<file path="config.mk">
export PLATFORM = sky130hd
export DESIGN_NAME = ur_uart_rx
export DESIGN_NICKNAME = d
export VERILOG_FILES = /design/src/logic/ur_pkg.sv /design/src/logic/ur_uart_rx.sv
export VERILOG_INCLUDE_DIRS = /design/src /design/src/logic
export SDC_FILE = /design/constraint.sdc
export NUM_CORES = 1
export LEC_CHECK = 0
export BUFFER_PORTS_ARGS = -buffer_cell sky130_fd_sc_hd__buf_2
export CELL_PAD_IN_SITES_DETAIL_PLACEMENT = 1
export CELL_PAD_IN_SITES_GLOBAL_PLACEMENT = 2
export CORE_UTILIZATION = 35
export CTS_CLUSTER_SIZE = 8
export DETAILED_ROUTE_END_ITERATION = 8
export GPL_ROUTABILITY_DRIVEN = 1
export PLACE_DENSITY = 0.76
export SKIP_LAST_GASP = 1
export SLEW_MARGIN = 20
export SYNTH_ARGS = -nofsm -noshare
export SYNTH_HDL_FRONTEND = slang
export SYNTH_SLANG_ARGS = --single-unit
</file>
<file path="constraint.sdc">
create_clock -name core_clk -period 6.42 [get_ports core_clk]
set_clock_uncertainty 0.1 [all_clocks]
set_input_delay 1.926 -clock core_clk [delete_from_list [all_inputs] [get_ports core_clk]]
set_output_delay 1.926 -clock core_clk [all_outputs]
set_load 0.02 [all_outputs]
</file>
<file path="src/logic/ur_consts.svh">
`ifndef UR_CONSTS_SVH
`define UR_CONSTS_SVH

// ****************************************
// register byte offsets
// ****************************************
`define UR_OFF_CTRL 8'h00
`define UR_OFF_MASK 8'h04
`define UR_OFF_STATUS 8'h08
`define UR_OFF_DATA 8'h0c
`define UR_OFF_BAUD 8'h10

// ****************************************
// field positions and reset values
// ****************************************
`define UR_CTRL_W 13
`define UR_FLAG_W 10
`define UR_ST_RXNINTH 10
`define UR_ST_RXBUSY 11
`define UR_FLAG_RXEDGE 4
`define UR_FLAG_BRK 5
`define UR_CTRL_RST 13'h0000
`define UR_MASK_RST 10'h000
`define UR_BAUD_RST 16'h0036

// ****************************************
// timing counts, in 16x sample ticks, and stop mode codes
// ****************************************
`define UR_PH_S3 4'h2
`define UR_PH_S5 4'h4
`define UR_PH_S7 4'h6
`define UR_PH_S8 4'h7
`define UR_PH_S9 4'h8
`define UR_PH_S10 4'h9
`define UR_PH_LAST 4'hf
`define UR_IDLE_TICKS_8 8'ha0
`define UR_IDLE_TICKS_9 8'hb0
`define UR_STOP_RUN 2'h0
`define UR_STOP_LIGHT 2'h1

`endif

</file>
<file path="src/logic/ur_pkg.sv">
package ur_pkg;

	// control register fields, bit 0 is rxOn
	typedef struct packed {
		logic txNinthBit;
		logic txPinDriveDir;
		logic rxSourceSelect;
		logic internalLoopSelect;
		logic idleInSleepEnable;
		logic rxSleepAsk;
		logic idleCountStartSelect;
		logic addrWake;
		logic nineBit;
		logic parityOdd;
		logic parityOn;
		logic txOn;
		logic rxOn;
	} ur_ctrl_s;

	// status flags, same order as the mask bits
	typedef struct packed {
		logic parityErrorFlag;
		logic frameErrorFlag;
		logic noiseFlag;
		logic overrunFlag;
		logic brkDetectFlag;
		logic rxEdgeFlag;
		logic idleFlag;
		logic rxBufferFullFlag;
		logic txDoneFlag;
		logic txBufferEmptyFlag;
	} ur_flags_s;

	typedef enum logic {RX_HUNT, RX_FRAME} ur_rx_e;

endpackage

</file>
<file path="src/logic/ur_uart_rx.sv">
`timescale 1ns/1ps
`include "ur_consts.svh"
// How it works
// - sample line at 16x baud; edge is low after three highs
// - start kept if two of phases 3,5,7 low; start bit counts as low
// - each data and stop bit resolved by majority of phases 8,9,10
// - any disagreeing sample before the stop bit sets noise flag on transfer
// - edge search always runs; each falling edge realigns sample phase
// - framing error on non-break preloads edge history with three highs
// - while framing flag set, shifter runs but no transfer to buffer
// - sleep blocks receive flags except idle when idle-in-sleep enabled
// - idle wake mode clears sleep after 10 or 11 idle bit times
// - waking idle sets no idle flag unless idle-in-sleep enabled
// - idle count starts after start bit, or after stop when selected
// - address mark MSB clears sleep before stop; character is received
// - three interrupt outputs over ten individually masked sources
// - transmit interrupt held while empty or done flag high and enabled
// - buffer full clears by status read while high then data read
// - idle clears same way; rearms only after new buffer-full set
// - error flags set with buffer full; overrun drops data and errors
// - any active receive edge sets edge flag while rx on and not asleep; write one clears
// - ninth transmit bit copied with data; ninth receive bit kept
// - deep stop loses registers; light stop holds, edge detector wakes
// - internal loop feeds transmitter to receiver, receive pin freed
// - single-wire listens on tx pin; direction bit gates transmitter
// - frame is low start, 8 or 9 data bits LSB first, high stop
module ur_uart_rx (
	input wire logic core_clk,
	input wire logic reset,
	input wire logic psel,
	input wire logic penable,
	input wire logic pwrite,
	input wire logic [7:0] paddr,
	input wire logic [31:0] pwdata,
	output logic [31:0] prdata,
	output logic pready,
	output logic pslverr,
	input wire logic [1:0] stopMode,
	input wire logic rxPin,
	input wire logic txPinIn,
	output logic txPinOut,
	output logic txPinOe,
	output logic rxPinFree,
	output logic txIrq,
	output logic rxIrq,
	output logic errIrq,
	output logic stopWake
);

	// ****************************************
	// declarations
	// ****************************************
	logic rstAll;
	logic run;
	logic busDone;
	logic wrEn;
	logic rdEn;
	logic [31:0] prdataNext;
	logic preadyNext;
	logic pslverrNext;
	ur_pkg::ur_ctrl_s ctrl_reg, ctrl_next;
	logic [9:0] mask_reg, mask_next;
	ur_pkg::ur_flags_s flags_reg, flags_next;
	ur_pkg::ur_flags_s flagsView;
	logic [15:0] baud_reg, baud_next;
	logic [15:0] baudCnt_reg, baudCnt_next;
	logic tick_reg, tick_next;
	logic [8:0] rxData_reg, rxData_next;
	logic rxNinth_reg, rxNinth_next;
	logic armRx_reg, armRx_next;
	logic armIdle_reg, armIdle_next;
	logic idleArm_reg, idleArm_next;
	logic txIrqNext;
	logic rxIrqNext;
	logic errIrqNext;
	logic stopWakeNext;
	logic rxPinFreeNext;
	// receiver state
	ur_pkg::ur_rx_e rxState_reg, rxState_next;
	logic [3:0] phase_reg, phase_next;
	logic [2:0] hist_reg, hist_next;
	logic [3:0] bitIdx_reg, bitIdx_next;
	logic [2:0] samp_reg, samp_next;
	logic noise_reg, noise_next;
	logic [8:0] shift_reg, shift_next;
	logic [7:0] idleCnt_reg, idleCnt_next;
	logic idleDone_reg, idleDone_next;
	logic rxPrev_reg;
	logic rxIn;
	logic sample;
	logic fall;
	logic bitVal;
	logic [3:0] lastData;
	logic charDone;
	logic charFrame;
	logic charBreak;
	logic charParity;
	logic idleHit;
	logic addrMark;
	logic edgeHit;
	logic idleCountOn;
	// transmitter state
	logic [7:0] txBuf_reg, txBuf_next;
	logic txBufFull_reg, txBufFull_next;
	logic [10:0] txSh_reg, txSh_next;
	logic [3:0] txBits_reg, txBits_next;
	logic [3:0] txTick_reg, txTick_next;
	logic txBusy_reg, txBusy_next;
	logic preamble_reg, preamble_next;
	logic txOnPrev_reg;
	logic txLine;
	logic txPinOutNext;
	logic txPinOeNext;

	// ****************************************
	// clocking and mode routing
	// ****************************************
	assign rstAll = reset | stopMode[1];
	assign run = (stopMode == `UR_STOP_RUN);
	assign busDone = psel & penable & pready;
	assign wrEn = busDone & pwrite;
	assign rdEn = busDone & ~pwrite;
	assign txLine = txBusy_reg ? txSh_reg[0] : 1'b1;
	// receive source: pin, internal loop, or the shared tx wire
	always_comb begin
		if (!ctrl_reg.internalLoopSelect) begin
			rxIn = rxPin;
		end else if (!ctrl_reg.rxSourceSelect) begin
			rxIn = txLine;
		end else begin
			rxIn = ctrl_reg.txPinDriveDir ? txLine : txPinIn;
		end
	end
	assign lastData = ctrl_reg.nineBit ? 4'h9 : 4'h8;
	assign edgeHit = ctrl_reg.rxOn & rxPrev_reg & ~rxIn;

	// ****************************************
	// apb slave, one wait state
	// ****************************************
	always_comb begin
		preadyNext = psel & penable & ~pready;
		pslverrNext = 1'b0;
		prdataNext = prdata;
		if (psel && penable && !pready) begin
			prdataNext = 32'h00000000;
			case (paddr)
				`UR_OFF_CTRL: prdataNext[`UR_CTRL_W-1:0] = ctrl_reg;
				`UR_OFF_MASK: prdataNext[`UR_FLAG_W-1:0] = mask_reg;
				`UR_OFF_STATUS: begin
					prdataNext[`UR_FLAG_W-1:0] = flagsView;
					prdataNext[`UR_ST_RXNINTH] = rxNinth_reg;
					prdataNext[`UR_ST_RXBUSY] = (rxState_reg == ur_pkg::RX_FRAME);
				end
				`UR_OFF_DATA: prdataNext[8:0] = rxData_reg;
				`UR_OFF_BAUD: prdataNext[15:0] = baud_reg;
				default: pslverrNext = 1'b1;
			endcase
		end
	end

	// ****************************************
	// 16x sample tick divider
	// ****************************************
	always_comb begin
		baudCnt_next = baudCnt_reg;
		tick_next = 1'b0;
		if (run) begin
			if (baudCnt_reg == 16'h0000) begin
				baudCnt_next = baud_reg - 16'h0001;
				tick_next = 1'b1;
			end else begin
				baudCnt_next = baudCnt_reg - 16'h0001;
			end
		end
	end

	// ****************************************
	// receiver: edge search, voting, framing
	// ****************************************
	always_comb begin
		rxState_next = rxState_reg;
		phase_next = phase_reg;
		hist_next = hist_reg;
		bitIdx_next = bitIdx_reg;
		samp_next = samp_reg;
		noise_next = noise_reg;
		shift_next = shift_reg;
		idleCnt_next = idleCnt_reg;
		idleDone_next = idleDone_reg;
		sample = rxIn;
		fall = (hist_reg == 3'h7) & ~rxIn;
		bitVal = (samp_reg[1] & samp_reg[0]) | (samp_reg[1] & rxIn) | (samp_reg[0] & rxIn);
		charDone = 1'b0;
		charFrame = 1'b0;
		charBreak = 1'b0;
		charParity = 1'b0;
		idleHit = 1'b0;
		addrMark = 1'b0;
		idleCountOn = ctrl_reg.idleCountStartSelect ? (rxState_reg == ur_pkg::RX_HUNT) :
			((rxState_reg == ur_pkg::RX_HUNT) || (bitIdx_reg != 4'h0));
		if (!ctrl_reg.rxOn) begin
			rxState_next = ur_pkg::RX_HUNT;
			idleCnt_next = 8'h00;
			idleDone_next = 1'b0;
		end else if (tick_reg) begin
			hist_next = {hist_reg[1:0], sample};
			// idle line measured in consecutive high samples
			if (!sample || !idleCountOn) begin
				idleCnt_next = 8'h00;
				idleDone_next = idleDone_reg & sample;
			end else if (!idleDone_reg) begin
				idleCnt_next = idleCnt_reg + 8'h01;
				if (idleCnt_next == (ctrl_reg.nineBit ? `UR_IDLE_TICKS_9 : `UR_IDLE_TICKS_8)) begin
					idleHit = 1'b1;
					idleDone_next = 1'b1;
				end
			end
			case (rxState_reg)
				ur_pkg::RX_HUNT: begin
					if (fall) begin
						rxState_next = ur_pkg::RX_FRAME;
						phase_next = 4'h1; // edge sample was the first phase
						bitIdx_next = 4'h0;
						noise_next = 1'b0;
					end
				end
				ur_pkg::RX_FRAME: begin
					phase_next = phase_reg + 4'h1;
					if (fall) begin
						phase_next = 4'h1;
					end else if (bitIdx_reg == 4'h0 && (phase_reg == `UR_PH_S3 ||
						phase_reg == `UR_PH_S5)) begin
						samp_next = {samp_reg[1:0], sample};
					end else if (bitIdx_reg == 4'h0 && phase_reg == `UR_PH_S7) begin
						// two or more lows keep the start bit
						if (bitVal) begin
							rxState_next = ur_pkg::RX_HUNT;
						end
						noise_next = noise_reg | (samp_reg[1] | samp_reg[0] | sample);
					end else if (phase_reg == `UR_PH_S8 || phase_reg == `UR_PH_S9) begin
						samp_next = {samp_reg[1:0], sample};
						if (bitIdx_reg == 4'h0) begin
							noise_next = noise_reg | sample;
						end
					end else if (phase_reg == `UR_PH_S10) begin
						// majority of three mid-bit samples
						if (bitIdx_reg != 4'h0) begin
							noise_next = noise_reg | (samp_reg[1] != bitVal) |
								(samp_reg[0] != bitVal) | (sample != bitVal);
						end else begin
							noise_next = noise_reg | sample;
						end
						if (bitIdx_reg != 4'h0 && bitIdx_reg <= lastData) begin
							shift_next[bitIdx_reg - 4'h1] = bitVal;
							if (bitIdx_reg == lastData && bitVal && ctrl_reg.addrWake) begin
								addrMark = 1'b1;
							end
						end else if (bitIdx_reg > lastData) begin
							charDone = 1'b1;
							charFrame = ~bitVal;
							charBreak = ~bitVal & (shift_reg == 9'h000);
							charParity = ctrl_reg.parityOn & ((^shift_reg) ^ ctrl_reg.parityOdd);
							rxState_next = ur_pkg::RX_HUNT;
							if (!bitVal && !charBreak) begin
								hist_next = 3'h7;
							end
						end
					end else if (phase_reg == `UR_PH_LAST) begin
						bitIdx_next = bitIdx_reg + 4'h1;
					end
				end
				default: rxState_next = ur_pkg::RX_HUNT;
			endcase
			if (rxState_reg == ur_pkg::RX_HUNT && fall) begin
				shift_next = 9'h000;
			end
		end
	end

	// ****************************************
	// transmitter: preamble, buffer, shifter
	// ****************************************
	always_comb begin
		txBuf_next = txBuf_reg;
		txBufFull_next = txBufFull_reg;
		txSh_next = txSh_reg;
		txBits_next = txBits_reg;
		txTick_next = txTick_reg;
		txBusy_next = txBusy_reg;
		preamble_next = preamble_reg | (ctrl_reg.txOn & ~txOnPrev_reg);
		if (wrEn && paddr == `UR_OFF_DATA) begin
			txBuf_next = pwdata[7:0];
			txBufFull_next = 1'b1;
		end
		if (tick_reg) begin
			if (txBusy_reg) begin
				txTick_next = txTick_reg + 4'h1;
				if (txTick_reg == `UR_PH_LAST) begin
					txSh_next = {1'b1, txSh_reg[10:1]};
					txBits_next = txBits_reg - 4'h1;
					txBusy_next = (txBits_reg != 4'h1);
				end
			end else if (ctrl_reg.txOn && preamble_reg) begin
				txSh_next = 11'h7ff;
				txBits_next = lastData + 4'h2;
				txTick_next = 4'h0;
				txBusy_next = 1'b1;
				preamble_next = 1'b0;
			end else if (ctrl_reg.txOn && txBufFull_reg) begin
				// ninth bit sits above the data byte when enabled
				txSh_next = {1'b1, ctrl_reg.nineBit ? ctrl_reg.txNinthBit : 1'b1,
					txBuf_reg, 1'b0};
				txBits_next = lastData + 4'h2;
				txTick_next = 4'h0;
				txBusy_next = 1'b1;
				txBufFull_next = 1'b0;
			end
		end
		// single-wire input direction releases the pin
		txPinOeNext = ~(ctrl_reg.internalLoopSelect & ctrl_reg.rxSourceSelect &
			~ctrl_reg.txPinDriveDir);
		txPinOutNext = txLine;
	end

	// ****************************************
	// control, flags, clear sequences, interrupts
	// ****************************************
	always_comb begin
		ctrl_next = ctrl_reg;
		mask_next = mask_reg;
		baud_next = baud_reg;
		flags_next = flags_reg;
		rxData_next = rxData_reg;
		rxNinth_next = rxNinth_reg;
		armRx_next = armRx_reg;
		armIdle_next = armIdle_reg;
		idleArm_next = idleArm_reg;
		flagsView = flags_reg;
		flagsView.txBufferEmptyFlag = ~txBufFull_reg;
		flagsView.txDoneFlag = ~txBufFull_reg & ~txBusy_reg & ~preamble_reg;
		if (wrEn) begin
			case (paddr)
				`UR_OFF_CTRL: ctrl_next = pwdata[`UR_CTRL_W-1:0];
				`UR_OFF_MASK: mask_next = pwdata[`UR_FLAG_W-1:0];
				`UR_OFF_BAUD: baud_next = (pwdata[15:0] == 16'h0000) ? 16'h0001 : pwdata[15:0];
				`UR_OFF_STATUS: begin
					flags_next.rxEdgeFlag = flags_reg.rxEdgeFlag &
						~pwdata[`UR_FLAG_RXEDGE];
					flags_next.brkDetectFlag = flags_reg.brkDetectFlag & ~pwdata[`UR_FLAG_BRK];
				end
				default: ;
			endcase
		end
		// status read while high arms, data read clears
		if (rdEn && paddr == `UR_OFF_STATUS) begin
			armRx_next = flags_reg.rxBufferFullFlag;
			armIdle_next = flags_reg.idleFlag;
		end
		if (rdEn && paddr == `UR_OFF_DATA) begin
			if (armRx_reg) begin
				flags_next.rxBufferFullFlag = 1'b0;
				flags_next.noiseFlag = 1'b0;
				flags_next.frameErrorFlag = 1'b0;
				flags_next.parityErrorFlag = 1'b0;
				flags_next.overrunFlag = 1'b0;
			end
			if (armIdle_reg) begin
				flags_next.idleFlag = 1'b0;
			end
			armRx_next = 1'b0;
			armIdle_next = 1'b0;
		end
		// hardware sets below win over any clear above
		if (edgeHit && !ctrl_reg.rxSleepAsk) begin
			flags_next.rxEdgeFlag = 1'b1;
		end
		if (addrMark) begin
			ctrl_next.rxSleepAsk = 1'b0;
		end
		if (idleHit) begin
			if (!ctrl_reg.addrWake) begin
				ctrl_next.rxSleepAsk = 1'b0;
			end
			if (idleArm_reg && (!ctrl_reg.rxSleepAsk || ctrl_reg.idleInSleepEnable)) begin
				flags_next.idleFlag = 1'b1;
				idleArm_next = 1'b0;
			end
		end
		// a clear in this same cycle frees the buffer for the new character
		if (charDone && !ctrl_reg.rxSleepAsk && !flags_next.frameErrorFlag) begin
			if (flags_next.rxBufferFullFlag) begin
				flags_next.overrunFlag = 1'b1;
			end else begin
				rxData_next = shift_reg;
				rxNinth_next = shift_reg[8];
				flags_next.rxBufferFullFlag = 1'b1;
				flags_next.noiseFlag = noise_reg;
				flags_next.frameErrorFlag = charFrame;
				flags_next.parityErrorFlag = charParity;
				flags_next.brkDetectFlag = flags_next.brkDetectFlag | charBreak;
				idleArm_next = 1'b1;
			end
		end
		// three grouped requests, ten masks
		txIrqNext = |(mask_reg[1:0] & {flagsView.txDoneFlag, flagsView.txBufferEmptyFlag});
		rxIrqNext = |(mask_reg[5:2] & {flagsView.brkDetectFlag, flagsView.rxEdgeFlag,
			flagsView.idleFlag, flagsView.rxBufferFullFlag});
		errIrqNext = |(mask_reg[9:6] & {flagsView.parityErrorFlag, flagsView.frameErrorFlag,
			flagsView.noiseFlag, flagsView.overrunFlag});
		stopWakeNext = (stopMode == `UR_STOP_LIGHT) & flags_reg.rxEdgeFlag &
			mask_reg[`UR_FLAG_RXEDGE];
		rxPinFreeNext = ctrl_reg.internalLoopSelect;
	end

	// ****************************************
	// registers
	// ****************************************
	always_ff @(posedge core_clk) begin
		if (rstAll) begin
			prdata <= 32'h00000000;
			pready <= 1'b0;
			pslverr <= 1'b0;
			ctrl_reg <= `UR_CTRL_RST;
			mask_reg <= `UR_MASK_RST;
			flags_reg <= '0;
			baud_reg <= `UR_BAUD_RST;
			baudCnt_reg <= 16'h0000;
			tick_reg <= 1'b0;
			rxData_reg <= 9'h000;
			rxNinth_reg <= 1'b0;
			armRx_reg <= 1'b0;
			armIdle_reg <= 1'b0;
			idleArm_reg <= 1'b0;
			rxState_reg <= ur_pkg::RX_HUNT;
			phase_reg <= 4'h0;
			hist_reg <= 3'h0;
			bitIdx_reg <= 4'h0;
			samp_reg <= 3'h0;
			noise_reg <= 1'b0;
			shift_reg <= 9'h000;
			idleCnt_reg <= 8'h00;
			idleDone_reg <= 1'b0;
			rxPrev_reg <= 1'b1;
			txBuf_reg <= 8'h00;
			txBufFull_reg <= 1'b0;
			txSh_reg <= 11'h7ff;
			txBits_reg <= 4'h0;
			txTick_reg <= 4'h0;
			txBusy_reg <= 1'b0;
			preamble_reg <= 1'b0;
			txOnPrev_reg <= 1'b0;
			txPinOut <= 1'b1;
			txPinOe <= 1'b1;
			rxPinFree <= 1'b0;
			txIrq <= 1'b0;
			rxIrq <= 1'b0;
			errIrq <= 1'b0;
			stopWake <= 1'b0;
		end else begin
			prdata <= prdataNext;
			pready <= preadyNext;
			pslverr <= pslverrNext;
			rxPrev_reg <= rxIn; // edge detector runs in light stop too
			flags_reg <= flags_next;
			stopWake <= stopWakeNext;
			ctrl_reg <= ctrl_next;
			mask_reg <= mask_next;
			baud_reg <= baud_next;
			rxData_reg <= rxData_next;
			rxNinth_reg <= rxNinth_next;
			armRx_reg <= armRx_next;
			armIdle_reg <= armIdle_next;
			idleArm_reg <= idleArm_next;
			baudCnt_reg <= baudCnt_next;
			tick_reg <= tick_next;
			rxState_reg <= rxState_next;
			phase_reg <= phase_next;
			hist_reg <= hist_next;
			bitIdx_reg <= bitIdx_next;
			samp_reg <= samp_next;
			noise_reg <= noise_next;
			shift_reg <= shift_next;
			idleCnt_reg <= idleCnt_next;
			idleDone_reg <= idleDone_next;
			txBuf_reg <= txBuf_next;
			txBufFull_reg <= txBufFull_next;
			txSh_reg <= txSh_next;
			txBits_reg <= txBits_next;
			txTick_reg <= txTick_next;
			txBusy_reg <= txBusy_next;
			preamble_reg <= preamble_next;
			txOnPrev_reg <= ctrl_reg.txOn;
			txPinOut <= txPinOutNext;
			txPinOe <= txPinOeNext;
			rxPinFree <= rxPinFreeNext;
			txIrq <= txIrqNext;
			rxIrq <= rxIrqNext;
			errIrq <= errIrqNext;
		end
	end

endmodule

</file>
==> impl_summary.txt <==
----------------------------------------------------
[Outcome]
  Outcome ... finished, final reports clean

[Global route]
  Wire length of the first global-routing pass ... 42,800 um
  Global-route congestion overflow total ... 0
  Via count of the first global-routing pass ... 7,547
  Aggregate global-route resource usage ... 22.7%
  Antenna violations before repair ... 0
  Maximum number of pins on one net before global-route repair ... 70

[Logic synthesis]
  Number of enable-type register cells in the synthesized netlist ... 0
  FF+latch count, synth ... 165
  Dominant cells by area after synthesis ... sky130_fd_sc_hd__dfxtp_1 39%, sky130_fd_sc_hd__nand2_1 6.4%, sky130_fd_sc_hd__a21oi_1 5.3%
  Average size of a mapped cell ... 8.12 um2
  Cell variety after synth ... 74
  Fraction of synthesized cell area taken by the top area cell type ... 39.4%
  Register area share after synthesis ... 39.4%
  Netlist Area Pre-Place ... 8380 um2
  Yosys warns ... 0
  Share of flip-flops with an asynchronous set or reset ... 0%
  Primary flip-flop cell chosen by synthesis mapping ... sky130_fd_sc_hd__dfxtp_1
  Mapped Cells ... 1,032
  Library cell occupying the most area in the post-synthesis netlist ... sky130_fd_sc_hd__dfxtp_1

[Setup path]
  CP max stage cell ... sky130_fd_sc_hd__a2111oi_4
  Longest individual stage delay on the worst path ... 1.01 ns
  R2r worst-path depth ... 11
  Critical path launch point ... paddr[1]
  CP max FO ... 21
  Data required time of the critical path ... 6.69 ns
  Data arrival time of the critical path ... 4.82 ns
  Reg-to-reg critical path endpoint ... baudCnt_reg[8]
  Element type at the critical path end ... register
  Startpoint type of the worst setup path ... primary input
  Kind of critical path ... primary input to register
  R2r setup slk ... 2.76 ns
  Worst-path cell chain ... buf_2 > or4_4 > nor4_4 > buf_4 > nand3_2 > a2111oi_4 > nand3_1 > o21ai_1
  Critical register-to-register path startpoint ... baudCnt_reg[7]

[Job]
  Number of max-capacitance violations reported ... 0

[Drt]
  DR WL/cell ... 19.3 um
  DR vias/cell ... 5.61
  Antenna-violating nets left ... 0
  Vias after detailed routing ... 7,794
  Detailed Routing Iterations Pass 1 ... 5
  DRC violations left ... 0
  Number of DRC markers after the initial detailed-route iteration ... 431
  Final routed wirelength across all metal layers ... 26,800 um

[Layout]
  Commonest cells after routing, fill and taps aside ... 165 x sky130_fd_sc_hd__dfxtp_1, 143 x sky130_fd_sc_hd__nand2_1, 88 x sky130_fd_sc_hd__a21oi_1, 77 x sky130_fd_sc_hd__nor2_1
  Post-layout nets ... 1,126
  Number of antenna diodes ... 0
  Number of fill cells ... 2,845
  Fraction of final layout cells with drive strength greater than 1 ... 13.2%
  Layout area overhead ... 12.7%
  Most common cell after layout, fill and taps aside ... sky130_fd_sc_hd__dfxtp_1

[Die]
  Floorplan core area ... 23,500 um2
  Boundary Pins ... 90
  Cell row count ... 56
  X dimension of the die ... 157 um
  DIE AREA ... 24,600 um2
  Initial core utilization ... 35.7%
  Die extent in y ... 157 um

[Timing]
  Number of endpoints with negative hold slack in the final report ... 0
  Worst-case headroom to the max-slew limit ... 30.3%
  Actual transition at the worst max-transition pin ... 1.05 ns
  Maximum achievable frequency ... 220 MHz
  Slew Limit Fails ... 0
  Post-route clock period utilization ... 70.8%
  Setup TNS Final ... 0 ns
  RSZ-0062 raised after global routing ... no
  Number of failing setup endpoints in the final timing report ... 0
  Worst setup slack after layout ... 1.88 ns
  Min Tclk post-route ... 4.54 ns

[Min path]
  Path class of the lowest-slack min-delay path ... register to register
  End of the worst hold path ... prdata[12]
  Hold Crit Start ... prdata[12]
  Number of cells on the worst hold path ... 2

[Clock network]
  Clock slew at reported path FFs ... 0.07 ns
  Buffer type at the clock tree root ... sky130_fd_sc_hd__clkbuf_16
  Maximum clock insertion buffer count ... 2
  TritonCTS clock tree ... done
  Clock tree sinks ... 165
  CTS Buf Count ... 17
  Insertion delay of the later-clocked pin in the worst-skew pair ... 0.45 ns
  Count of H-tree levels built during CTS ... 4
  Number of hold buffers added after cts ... 0
  Count of cells resized by post-cts repair ... 0
  Post CTS Setup Buffer Count ... 0

[Power]
  Leakage ... 3.34 nW
  Worst IR drop on VDD ... 0.143 mV
  Areal power density over the cells ... 292 nW/um2

[Place]
  Input/output buffers ... 57
  Final Wtd Congestion ... 0.851
  Detailed placer's ending HPWL ... 19,200 um
  Dpl ws ... 1.38 ns

----------------------------------------------------
## cells in the mapped netlist, types with 12 or more instances
library cell and instances:
sky130_fd_sc_hd__buf_4 16, sky130_fd_sc_hd__nor3_1 24, sky130_fd_sc_hd__a21oi_1 88, sky130_fd_sc_hd__inv_1 25, sky130_fd_sc_hd__mux2i_1 29, sky130_fd_sc_hd__o21ai_0 54
sky130_fd_sc_hd__ha_1 19, sky130_fd_sc_hd__a211oi_1 12, sky130_fd_sc_hd__mux2_2 12, sky130_fd_sc_hd__nand2_1 143, sky130_fd_sc_hd__a31oi_1 21, sky130_fd_sc_hd__o211ai_1 20
sky130_fd_sc_hd__nand4_1 16, sky130_fd_sc_hd__nor4_1 12, sky130_fd_sc_hd__nor2_1 78, sky130_fd_sc_hd__nand3_1 57, sky130_fd_sc_hd__clkbuf_1 51, sky130_fd_sc_hd__a221oi_1 12
sky130_fd_sc_hd__dfxtp_1 165
## layer usage
layer	vias up	share of wire [%]	track usage [%]
li1	3785	-	-
met3	35	3.1	3.60
met1	3854	47	29.8
met4	0	2.2	7.75
met2	120	47	37.5
met5	-	0	0
## critical path: cells and delay by family
kind / cells / cell delay [ns]
AOI/OAI and AO/OA: 2 / 1.19
buffers and inverters: 2 / 0.43
and+or+nand+nor: 4 / 1.26
## layout make-up
type	count	area, um2	share of cell area (%)
multi-input combinational	778	4690	49.6
timing repair buffer	70	383	4.05
inverter	26	97.6	1.03
tap	319	399	4.23
sequential	165	3300	35.0
clock buffer	17	425	4.50
clock inverter	15	150	1.59
## kinds of logic after synthesis
kind of cell / Yosys count / share of synthesized area, %
buffers and inverters: 104 / 5.53
AND/OR/NAND/NOR: 409 / 24.1
adder cells (fa/ha/maj): 20 / 2.96
XOR/XNOR: 13 / 1.52
AO/OA/AOI/OAI: 279 / 21.3
flip-flops: 165 / 39.4
other: 1 / 0.0448
multiplexers: 41 / 5.08
## power by group
part           internal, mW  total (mW)  switching [mW]
Clock                 0.520        1.03           0.506
Sequential             1.05        1.08          0.0287
Combinational         0.237       0.655           0.418
## per-stage QoR
| stage | instances | total power [mW] | area [um2] | hold WS [ns] | util (%) |
|---|---|---|---|---|---|
| 2_1_floorplan | 1047 | 1.62 | 8430 | 0.332 | - |
| 3_3_place_gp | 1358 | 1.75 | 8870 | 0.341 | 37.8 |
| 3_5_place_dp | 1358 | 1.76 | 8870 | 0.347 | 37.8 |
| 4_1_cts | 1390 | 2.79 | 9440 | 0.357 | 40.2 |
| 5_1_grt | 1390 | 2.90 | 9440 | 0.380 | 40.2 |
| 6_report | 1390 | 2.76 | 9440 | 0.355 | 40.2 |
## how the worst max path moves through the flow
stage,endpoint,slack [ns],cells after the start
2_1_floorplan,rxData_reg[3],2.26,7
3_3_place_gp,flagsView[5],1.42,8
3_5_place_dp,flagsView[5],1.38,8
4_1_cts,flagsView[5],1.85,8
5_1_grt,flagsView[5],1.67,8
6_report,flagsView[5],1.88,8
No activity file was read; power rests on OpenSTA's default activity.
